File: config.mk
export PLATFORM = sky130hd
export DESIGN_NAME = spi_port
export DESIGN_NICKNAME = d
export VERILOG_FILES = /design/src/spi_pkg.sv /design/src/spi_port.sv
export SDC_FILE = /design/constraint.sdc
export NUM_CORES = 1
export LEC_CHECK = 0
export BUFFER_PORTS_ARGS = -buffer_cell sky130_fd_sc_hd__buf_4
export CAP_MARGIN = 20
export CORE_MARGIN = 2
export CORE_UTILIZATION = 54
export DETAILED_ROUTE_END_ITERATION = 8
export PLACE_DENSITY_LB_ADDON = 0.1
export SYNTH_ARGS = -nofsm -noshare
export SYNTH_HDL_FRONTEND = slang
export SYNTH_SLANG_ARGS = --single-unit
File: constraint.sdc
create_clock -name sys_clk -period 3 [get_ports sys_clk]
set_input_delay 0.75 -clock sys_clk [delete_from_list [all_inputs] [get_ports sys_clk]]
set_output_delay 0.75 -clock sys_clk [all_outputs]
set_load 0.03 [all_outputs]
File: src/spi_pkg.sv
// constants, field layouts and carrier types for the serial port block
// assumes an apb master on sys_clk and a pad ring that resolves level/oeN
package spi_pkg;
    // register word indices; byte address is four times the index
    localparam logic [2:0] IDX_CTRL1 = 3'h0;
    localparam logic [2:0] IDX_CTRL2 = 3'h1;
    localparam logic [2:0] IDX_RATE  = 3'h2;
    localparam logic [2:0] IDX_FLAGS = 3'h3;
    localparam logic [2:0] IDX_HOLE  = 3'h4;
    localparam logic [2:0] IDX_DATA  = 3'h5;
    localparam logic [2:0] IDX_PDATA = 3'h6;
    localparam logic [2:0] IDX_PDIR  = 3'h7;
    localparam int unsigned ADDR_LSB_BITS = 2;
    localparam int unsigned ADDR_MIN_W    = 5;

    // reset values
    localparam logic [7:0] RST_CTRL1 = 8'h04;
    localparam logic [7:0] RST_CTRL2 = 8'h08;
    localparam logic [2:0] RST_RATE  = 3'h0;
    localparam logic [3:0] RST_PDIR  = 4'h0;
    localparam logic [3:0] RST_PDAT  = 4'h0;

    // control one fields
    localparam int unsigned C1_IRQ  = 7;
    localparam int unsigned C1_EN   = 6;
    localparam int unsigned C1_OD   = 5;
    localparam int unsigned C1_MST  = 4;
    localparam int unsigned C1_POL  = 3;
    localparam int unsigned C1_PHA  = 2;
    localparam int unsigned C1_SELECT_OUTPUT_ENABLE = 1;
    localparam int unsigned C1_LSB  = 0;
    localparam logic [7:0] C1_EN_MASK = 8'h40;

    // control two fields; only these bits are writable
    localparam int unsigned C2_PUP = 3;
    localparam int unsigned C2_RDS = 2;
    localparam int unsigned C2_SW  = 0;
    localparam logic [7:0] C2_WMASK = 8'h0d;

    // flag positions
    localparam int unsigned FL_DONE = 7;
    localparam int unsigned FL_WCOL = 6;
    localparam int unsigned FL_MODE_FAULT_FLAG = 4;

    // pin slots: slot i is port pin i+4
    localparam int unsigned PIN_MISO = 0;
    localparam int unsigned PIN_MOSI = 1;
    localparam int unsigned PIN_SCK  = 2;
    localparam int unsigned PIN_SS   = 3;
    localparam int unsigned NPINS    = 4;

    // two sck edges per bit, eight bits per byte
    localparam logic [3:0] EDGE_LAST = 4'hf;
    localparam int unsigned DIV_W    = 7;

    typedef enum logic [1:0] {
        SS_FAULT_IN   = 2'b00,
        SS_RESERVED   = 2'b01,
        SS_GPIO       = 2'b10,
        SS_SELECT_OUT = 2'b11
    } ss_mode_t;

    typedef enum logic {
        XF_IDLE = 1'b0,
        XF_RUN  = 1'b1
    } xfer_state_t;

    typedef struct packed {
        logic [3:0] level;
        logic [3:0] oeN;
        logic [3:0] pullupEn;
        logic       reducedDrive;
    } pad_out_t;
endpackage

File: src/spi_port.sv
// serial port core: apb registers, rate divider, shifter and pin mux
// assumes pins 7..4 arrive asynchronously on pinIn and a pad resolves padOut
module spi_port #(
    parameter int ADDR_W = 5
) (
    input  wire logic              sys_clk,
    input  wire logic              sys_rst,
    input  wire logic              psel,
    input  wire logic              penable,
    input  wire logic              pwrite,
    input  wire logic [ADDR_W-1:0] paddr,
    input  wire logic [31:0]       pwdata,
    output logic      [31:0]       prdata,
    output logic                   pready,
    output logic                   pslverr,
    input  wire logic [3:0]        pinIn,
    output spi_pkg::pad_out_t      padOut,
    output logic                   irqRequest
);
    // the decoder needs three index bits above the byte lanes
    if (ADDR_W < spi_pkg::ADDR_MIN_W) begin : g_bad_addr
        $error("address width too small for the register map");
    end

    // ---------------- registers ----------------
    logic [7:0]                ctrl1Ff;
    logic [7:0]                ctrl2Ff;
    logic [2:0]                rateFf;
    logic [3:0]                pdirFf;
    logic [3:0]                pdatFf;
    logic [7:0]                rxBufFf;
    logic [31:0]               prdataFf;
    logic                      doneFf;
    logic                      wcolFf;
    logic                      modfFf;
    logic                      doneArmFf;
    logic                      modfArmFf;
    logic [7:0]                shiftFf;
    logic                      outBitFf;
    logic [3:0]                edgeCntFf;
    logic [spi_pkg::DIV_W-1:0] divCntFf;
    logic                      sckFf;
    logic [3:0]                sync1Ff;
    logic [3:0]                sync2Ff;
    logic [3:0]                sync3Ff;
    spi_pkg::xfer_state_t      stateFf;
    spi_pkg::xfer_state_t      nxt_state;

    // ---------------- bus decode ----------------
    wire       setupPh  = psel & ~penable;
    wire       accessPh = psel & penable;
    wire [2:0] wordIdx  = paddr[4:2];
    wire       addrHigh = |(paddr >> spi_pkg::ADDR_MIN_W);
    wire       mapped   = ~addrHigh & (paddr[1:0] == 2'b00) & (wordIdx != spi_pkg::IDX_HOLE);
    wire       wrEn     = accessPh & pwrite & mapped;
    wire       rdEn     = accessPh & ~pwrite & mapped;
    wire       wrCtrl1  = wrEn & (wordIdx == spi_pkg::IDX_CTRL1);
    wire       wrCtrl2  = wrEn & (wordIdx == spi_pkg::IDX_CTRL2);
    wire       wrRate   = wrEn & (wordIdx == spi_pkg::IDX_RATE);
    wire       wrPdat   = wrEn & (wordIdx == spi_pkg::IDX_PDATA);
    wire       wrPdir   = wrEn & (wordIdx == spi_pkg::IDX_PDIR);
    wire       dataWr   = wrEn & (wordIdx == spi_pkg::IDX_DATA);
    wire       dataRd   = rdEn & (wordIdx == spi_pkg::IDX_DATA);
    wire       flagsRd  = rdEn & (wordIdx == spi_pkg::IDX_FLAGS);

    // zero-wait slave: every access completes in its first access cycle
    assign pready  = 1'b1;
    assign pslverr = accessPh & ~mapped;
    assign prdata  = prdataFf;

    // ---------------- configuration ----------------
    wire en   = ctrl1Ff[spi_pkg::C1_EN] & ~modfFf;
    wire mst  = ctrl1Ff[spi_pkg::C1_MST];
    wire pha  = ctrl1Ff[spi_pkg::C1_PHA];
    wire pol  = ctrl1Ff[spi_pkg::C1_POL];
    wire lsb  = ctrl1Ff[spi_pkg::C1_LSB];
    wire od   = ctrl1Ff[spi_pkg::C1_OD];
    wire select_output_enable = ctrl1Ff[spi_pkg::C1_SELECT_OUTPUT_ENABLE];
    wire sw   = ctrl2Ff[spi_pkg::C2_SW];
    wire pup  = ctrl2Ff[spi_pkg::C2_PUP];
    wire reduced_drive  = ctrl2Ff[spi_pkg::C2_RDS];
    wire spi_pkg::ss_mode_t ssMode = spi_pkg::ss_mode_t'({pdirFf[spi_pkg::PIN_SS], select_output_enable});

    // ---------------- synchronised pins ----------------
    wire [3:0] pinS  = sync2Ff;
    wire       ssLow = ~pinS[spi_pkg::PIN_SS];
    wire       sckChg = pinS[spi_pkg::PIN_SCK] ^ sync3Ff[spi_pkg::PIN_SCK];

    // receive pin follows role and wire count
    wire rxMaster = sw ? pinS[spi_pkg::PIN_MOSI] : pinS[spi_pkg::PIN_MISO];
    wire rxSlave  = sw ? pinS[spi_pkg::PIN_MISO] : pinS[spi_pkg::PIN_MOSI];
    wire rxBit    = mst ? rxMaster : rxSlave;

    // ---------------- shifter ----------------
    wire       firstBit = lsb ? shiftFf[0] : shiftFf[7];
    wire       loadBit  = lsb ? pwdata[0] : pwdata[7];
    wire [7:0] shifted  = lsb ? {rxBit, shiftFf[7:1]} : {shiftFf[6:0], rxBit};

    // rate divider: half period of 2^field cycles, full period 2^(field+1)
    wire [7:0]                halfCnt  = 8'h01 << rateFf;
    wire [spi_pkg::DIV_W-1:0] halfLast = spi_pkg::DIV_W'(halfCnt - 8'h01);
    wire running = (stateFf == spi_pkg::XF_RUN);
    wire tick    = running & (divCntFf == halfLast);

    // slave edges only count while selected, so a deselect resets framing
    wire slaveSel  = en & ~mst & ssLow;
    wire slvEdge   = slaveSel & sckChg;
    wire anyEdge   = mst ? tick : slvEdge;
    wire sampleEdge = anyEdge & (pha ? edgeCntFf[0] : ~edgeCntFf[0]);
    wire changeEdge = anyEdge & ~sampleEdge;
    wire lastEdge  = anyEdge & (edgeCntFf == spi_pkg::EDGE_LAST);
    wire slaveBusy = ~mst & (edgeCntFf != 4'h0);
    wire busy      = running | slaveBusy;

    wire startMaster = dataWr & en & mst & ~running;
    wire loadSlave   = dataWr & ~mst & ~slaveBusy;
    wire collision   = dataWr & busy;

    // fault only when the select pin is a plain input of an enabled master
    wire faultEv = en & mst & (ssMode == spi_pkg::SS_FAULT_IN) & ssLow;

    // ---------------- flags ----------------
    wire doneClr = doneArmFf & (dataWr | dataRd);
    wire modfClr = modfArmFf & wrCtrl1;
    wire nxt_done = lastEdge | (doneFf & ~doneClr);
    wire nxt_wcol = collision | (wcolFf & ~doneClr);
    wire nxt_mode_fault_flag = faultEv | (modfFf & ~modfClr);
    wire nxt_doneArm = (flagsRd & (doneFf | wcolFf)) | (doneArmFf & ~doneClr);
    wire nxt_modfArm = (flagsRd & modfFf) | (modfArmFf & ~modfClr);

    assign irqRequest = ctrl1Ff[spi_pkg::C1_IRQ] & (doneFf | modfFf);

    // ---------------- read mux ----------------
    wire [7:0] flagsByte = ({7'h00, doneFf} << spi_pkg::FL_DONE)
                         | ({7'h00, wcolFf} << spi_pkg::FL_WCOL)
                         | ({7'h00, modfFf} << spi_pkg::FL_MODE_FAULT_FLAG);
    wire [7:0] ctrl1Rd = ctrl1Ff & ~(modfFf ? spi_pkg::C1_EN_MASK : 8'h00);
    wire [7:0] rdByte =
        (wordIdx == spi_pkg::IDX_CTRL1) ? ctrl1Rd :
        (wordIdx == spi_pkg::IDX_CTRL2) ? ctrl2Ff :
        (wordIdx == spi_pkg::IDX_RATE)  ? {5'h00, rateFf} :
        (wordIdx == spi_pkg::IDX_FLAGS) ? flagsByte :
        (wordIdx == spi_pkg::IDX_DATA)  ? rxBufFf :
        (wordIdx == spi_pkg::IDX_PDATA) ? {pinS, 4'h0} :
        (wordIdx == spi_pkg::IDX_PDIR)  ? {pdirFf, 4'h0} : 8'h00;
    wire [31:0] nxt_prdata = (mapped & ~pwrite) ? {24'h000000, rdByte} : 32'h00000000;

    // ---------------- master sequencer ----------------
    always_comb begin
        nxt_state = stateFf;
        case (stateFf)
            spi_pkg::XF_IDLE: begin
                if (startMaster) begin
                    nxt_state = spi_pkg::XF_RUN;
                end
            end
            spi_pkg::XF_RUN: begin
                // a fault or disable aborts the byte in flight
                if (~en | ~mst | lastEdge) begin
                    nxt_state = spi_pkg::XF_IDLE;
                end
            end
            default: nxt_state = spi_pkg::XF_IDLE;
        endcase
    end

    // ---------------- pin mux ----------------
    // per pin: does the port own it, does it drive, at which level
    wire [3:0] spiOwn;
    wire [3:0] spiDrv;
    wire [3:0] spiLvl;
    assign spiOwn[spi_pkg::PIN_MISO] = en & ~(sw & mst);
    assign spiDrv[spi_pkg::PIN_MISO] = ~mst & ssLow & (~sw | pdirFf[spi_pkg::PIN_MISO]);
    assign spiLvl[spi_pkg::PIN_MISO] = outBitFf;
    assign spiOwn[spi_pkg::PIN_MOSI] = en & ~(sw & ~mst);
    assign spiDrv[spi_pkg::PIN_MOSI] = mst & (~sw | pdirFf[spi_pkg::PIN_MOSI]);
    assign spiLvl[spi_pkg::PIN_MOSI] = outBitFf;
    assign spiOwn[spi_pkg::PIN_SCK]  = en;
    assign spiDrv[spi_pkg::PIN_SCK]  = mst;
    assign spiLvl[spi_pkg::PIN_SCK]  = sckFf;
    assign spiOwn[spi_pkg::PIN_SS]   = en & ~(mst & (ssMode == spi_pkg::SS_GPIO));
    assign spiDrv[spi_pkg::PIN_SS]   = mst & (ssMode == spi_pkg::SS_SELECT_OUT);
    assign spiLvl[spi_pkg::PIN_SS]   = ~running;

    // open drain only pulls low; pullups stay off on any driven pin
    for (genvar i = 0; i < spi_pkg::NPINS; i++) begin : g_pad
        wire drv = spiOwn[i] ? spiDrv[i] : pdirFf[i];
        wire lvl = spiOwn[i] ? spiLvl[i] : pdatFf[i];
        assign padOut.level[i]    = od ? 1'b0 : lvl;
        assign padOut.oeN[i]      = od ? ~(drv & ~lvl) : ~drv;
        assign padOut.pullupEn[i] = pup & ~drv & ~od;
    end
    assign padOut.reducedDrive = reduced_drive;

    // ---------------- sequential logic ----------------
    // pin synchronisers; stage one feeds stage two only
    always_ff @(posedge sys_clk) begin
        if (sys_rst) begin
            sync1Ff <= 4'hf;
            sync2Ff <= 4'hf;
            sync3Ff <= 4'hf;
        end else begin
            sync1Ff <= pinIn;
            sync2Ff <= sync1Ff;
            sync3Ff <= sync2Ff;
        end
    end

    // software registers
    always_ff @(posedge sys_clk) begin
        if (sys_rst) begin
            ctrl1Ff <= spi_pkg::RST_CTRL1;
            ctrl2Ff <= spi_pkg::RST_CTRL2;
            rateFf  <= spi_pkg::RST_RATE;
            pdirFf  <= spi_pkg::RST_PDIR;
            pdatFf  <= spi_pkg::RST_PDAT;
        end else begin
            if (wrCtrl1) ctrl1Ff <= pwdata[7:0];
            if (wrCtrl2) ctrl2Ff <= pwdata[7:0] & spi_pkg::C2_WMASK;
            if (wrRate)  rateFf  <= pwdata[2:0];
            if (wrPdir)  pdirFf  <= pwdata[7:4];
            if (wrPdat)  pdatFf  <= pwdata[7:4];
        end
    end

    // flags; a set in the clearing cycle wins
    always_ff @(posedge sys_clk) begin
        if (sys_rst) begin
            doneFf    <= 1'b0;
            wcolFf    <= 1'b0;
            modfFf    <= 1'b0;
            doneArmFf <= 1'b0;
            modfArmFf <= 1'b0;
            prdataFf  <= 32'h00000000;
        end else begin
            doneFf    <= nxt_done;
            wcolFf    <= nxt_wcol;
            modfFf    <= nxt_mode_fault_flag;
            doneArmFf <= nxt_doneArm;
            modfArmFf <= nxt_modfArm;
            if (setupPh) prdataFf <= nxt_prdata;
        end
    end

    // clock generation; the divider only runs during a master byte
    always_ff @(posedge sys_clk) begin
        if (sys_rst) begin
            stateFf  <= spi_pkg::XF_IDLE;
            divCntFf <= '0;
            sckFf    <= 1'b0;
        end else begin
            stateFf  <= nxt_state;
            divCntFf <= (~running | tick) ? '0 : spi_pkg::DIV_W'(divCntFf + 1'b1);
            sckFf    <= running ? (sckFf ^ tick) : pol;
        end
    end

    // shifter and edge counter shared by both roles
    always_ff @(posedge sys_clk) begin
        if (sys_rst) begin
            shiftFf   <= 8'h00;
            outBitFf  <= 1'b0;
            edgeCntFf <= 4'h0;
            rxBufFf   <= 8'h00;
        end else begin
            if (startMaster | loadSlave) begin
                shiftFf  <= pwdata[7:0];
                outBitFf <= loadBit;
            end else if (sampleEdge) begin
                shiftFf <= shifted;
            end else if (changeEdge) begin
                outBitFf <= firstBit;
            end else if (~mst & ~ssLow) begin
                outBitFf <= firstBit;
            end
            if ((~mst & ~ssLow) | startMaster | ~en) begin
                edgeCntFf <= 4'h0;
            end else if (anyEdge) begin
                edgeCntFf <= edgeCntFf + 4'h1;
            end
            if (lastEdge) begin
                rxBufFf <= pha ? shifted : shiftFf;
            end
        end
    end
endmodule

==> summary.txt <==
Status
  • Status: finished, final reports clean

Power and ir drop
  • Leakage power: ~1.8 nW
  • VDD IR max: approximately 0.36 mV
  • Power per Cell Area: 428.6 mW/mm^2
  • Post-route total power: 1.951 mW

Timing
  • Worst slew margin: 0.5457
  • Final worst slack: roughly 0.27 ns
  • Final TNS setup: 0 ns
  • Max Slew Vio Count: 0
  • # setup viols final: 0
  • Period utilisation layout: 0.9115
  • Fmax: 365.7 MHz
  • Fin crit period: between 2 and 3 ns
  • Final hold slack: around 0.41 ns
  • RSZ-0062 raised after global routing: false
  • Clk_skew: around 0.008 ns
  • Worst slew pin tran: 0.6757 ns
  • Hold Violations, Final: 0

Final layout
  • Leading cell type in the layout, fill and taps excluded: dfxtp_1
  • Layout net count: 559
  • Finished Layout Cells: just over 600
  • Most frequent cells in the layout: 74 x dfxtp_1, 65 x nor2_1, 49 x buf_4
  • N_diodes: 0
  • Synth-to-layout area growth: 9.945%
  • Fraction of layout cells with a size suffix above 1: 0.1883

Worst setup path
  • CP Data Arrival Time: 1.98 ns
  • Worst Path Max Fanout: 17
  • Worst EP required: roughly 2.3 ns
  • Type of the worst setup path: reg -> out
  • Critical Path End Type: output port
  • Startpoint types: flop

Yosys
  • Asr flop ratio synth: 0
  • Netlist Area Pre-Place: a little over 0.004 mm^2
  • Post-synth top area cell: dfxtp_1
  • Synth unique cells: 64
  • Top post-synthesis cells by area: dfxtp_1 36%, mux2i_1 8.9%, nor2_1 5.9%
  • Mapped Cells: between 400 and 500
  • Post-synth EDFFs: 0
  • Ys flop type: dfxtp_1
  • Yosys top cell area share: 0.3579
  • Synthesis-stage register bit count: 74
  • Synthesized area per cell: between 8 and 9 um^2
  • Post-synthesis sequential area ratio: 0.3579
  • Synth Warn #: 0

Route
  • Vias: about 3,500
  • Routed WL: 10.32 mm
  • Initial DRT Pass Iterations: 5
  • Drt first-iter violations: 187
  • Wire per inst: 16.81 um
  • DRC: 0
  • Post-DRT Antenna Nets: 0
  • Drt via density: approximately 5.8

Clock network
  • Clk Latency, worst-skew pair: 0.36 ns
  • Cell at the root of the clock tree: clkbuf_8
  • H-tree levels: 3
  • PostCTS Resize Cnt: 0
  • CTS tree: built
  • Post-CTS setup buffer count: 0
  • Bufs on Longest Clock Path: 2
  • Hold_buf cts: 0
  • CTS Buf Count: 9
  • Clock-pin slew on the worst setup and hold paths: 0.08 ns
  • Clk sink count: 74

Run
  • Max_cap viols: 0

Hold path
  • HP Class: reg -> reg

Global route
  • Initial antenna violation count: 0
  • Vias in the first global route: 3,235
  • All-layer global routing usage: 0.2541
  • Grt ovf: 0
  • Largest net degree at the start of global routing: between 60 and 70
  • First-pass GRT wire length: approximately 17 mm

Place
  • Post-DP HPWL: about 7.6 mm
  • GPL Wtd Cong: around 0.92
  • Inst Count DP: 598
  • Pre-CTS setup slack: about 0.25 ns
  • Port buffer count: between 40 and 50

Die
  • Die span in x: between 90 and 100 um
  • Row cnt: 31
  • IO Pins: 94
  • Die Y: 91.55 um
  • Initial Util: 0.5646
  • DIE AREA: approximately 0.0084 mm^2
  • Core Region: roughly 0.0073 mm^2
## cell type report
type / count / area (um^2)
fillers: 650 / 2780
clock inverters: 5 / 52.55
well taps: 99 / 123.9
inverters: 12 / 45.04
repair buffers: 49 / 367.9
clock buffers: 11 / 151.4
flip-flops and latches: 74 / 1481
multi-input cells: 364 / 2328
## metal layers
metal / vias up / global-route usage / routed length [um]
met4: 0 / 0.1111 / 235
met2: 145 / 0.4032 / 4830
met1: 1654 / 0.3402 / 4527
met3: 27 / 0.04066 / 728
met5: - / 0 / 0
li1: 1722 / - / -
## cells in the mapped netlist (all sizes together) (3+ instances only)
master  instances
or3             6
or4             3
a21oi          29
o22ai           4
a31oi           4
inv            12
nor2           66
nand2          25
nand2b          5
nor3            9
mux2i          37
xnor2           7
ha              3
clkbuf         21
nand4           6
o21ai          25
a211oi          5
xor2            5
o41ai           4
nor2b           9
a22o            7
and3            3
mux2           12
a22oi          12
o21a            5
buf            35
dfxtp          74
or2            11
nand3           6
## sequential cells by signal (all words and copies together) (netlist names), 3 cells and up
name,flops
edgeCntFf,4
rxBufFf,8
prdata,8
pdirFf,4
ctrl1Ff,8
shiftFf,8
divCntFf,7
pinS,4
rateFf,3
sync1Ff,4
pdatFf,4
ctrl2Ff,3
## cells by family after synthesis
logic type | after synthesis | share of synthesized area
fa+ha+maj | 3 | 0.009070
other cells | 2 | 0.001814
simple gates | 161 | 0.1920
flops | 74 | 0.3579
compound gates | 114 | 0.1905
mux | 49 | 0.1230
buf+inv | 68 | 0.1004
xor+xnor | 12 | 0.02539
## report_power, final
group          internal, mW  total (mW)  switching (mW)
registers             0.988       0.993         0.00497
logic                0.0443       0.153           0.109
clock network         0.425       0.804           0.379
total                  1.46        1.95           0.493
## path summary, 6_finish.rpt
kind / startpoint / cells past startpoint / slack, ns / end
setup / recovery: ctrl1Ff[4] / 5 / 0.27 / padOut[5]
hold / removal: sync1Ff[2] / 1 / 0.41 / pinS[2]
setup reg to reg: ctrl1Ff[4] / 5 / 0.42 / shiftFf[1]
hold reg to reg: sync1Ff[2] / 1 / 0.41 / pinS[2]
## worst max-delay path, cell delays in order (launching register included)
cell     delay (ns)
dfxtp_1        0.76
nor2b_1        0.24
a21oi_1        0.17
o22a_1         0.18
o21ai_0        0.09
buf_4          0.18
## through the flow
step / util / cell area [um^2]
floorplan: - / 4225
global placement: 0.5929 / 4347
detailed placement: 0.5929 / 4347
CTS: 0.6208 / 4551
global route: 0.6208 / 4551
finish: 0.6208 / 4551
Power figures use the tool's default switching activity.
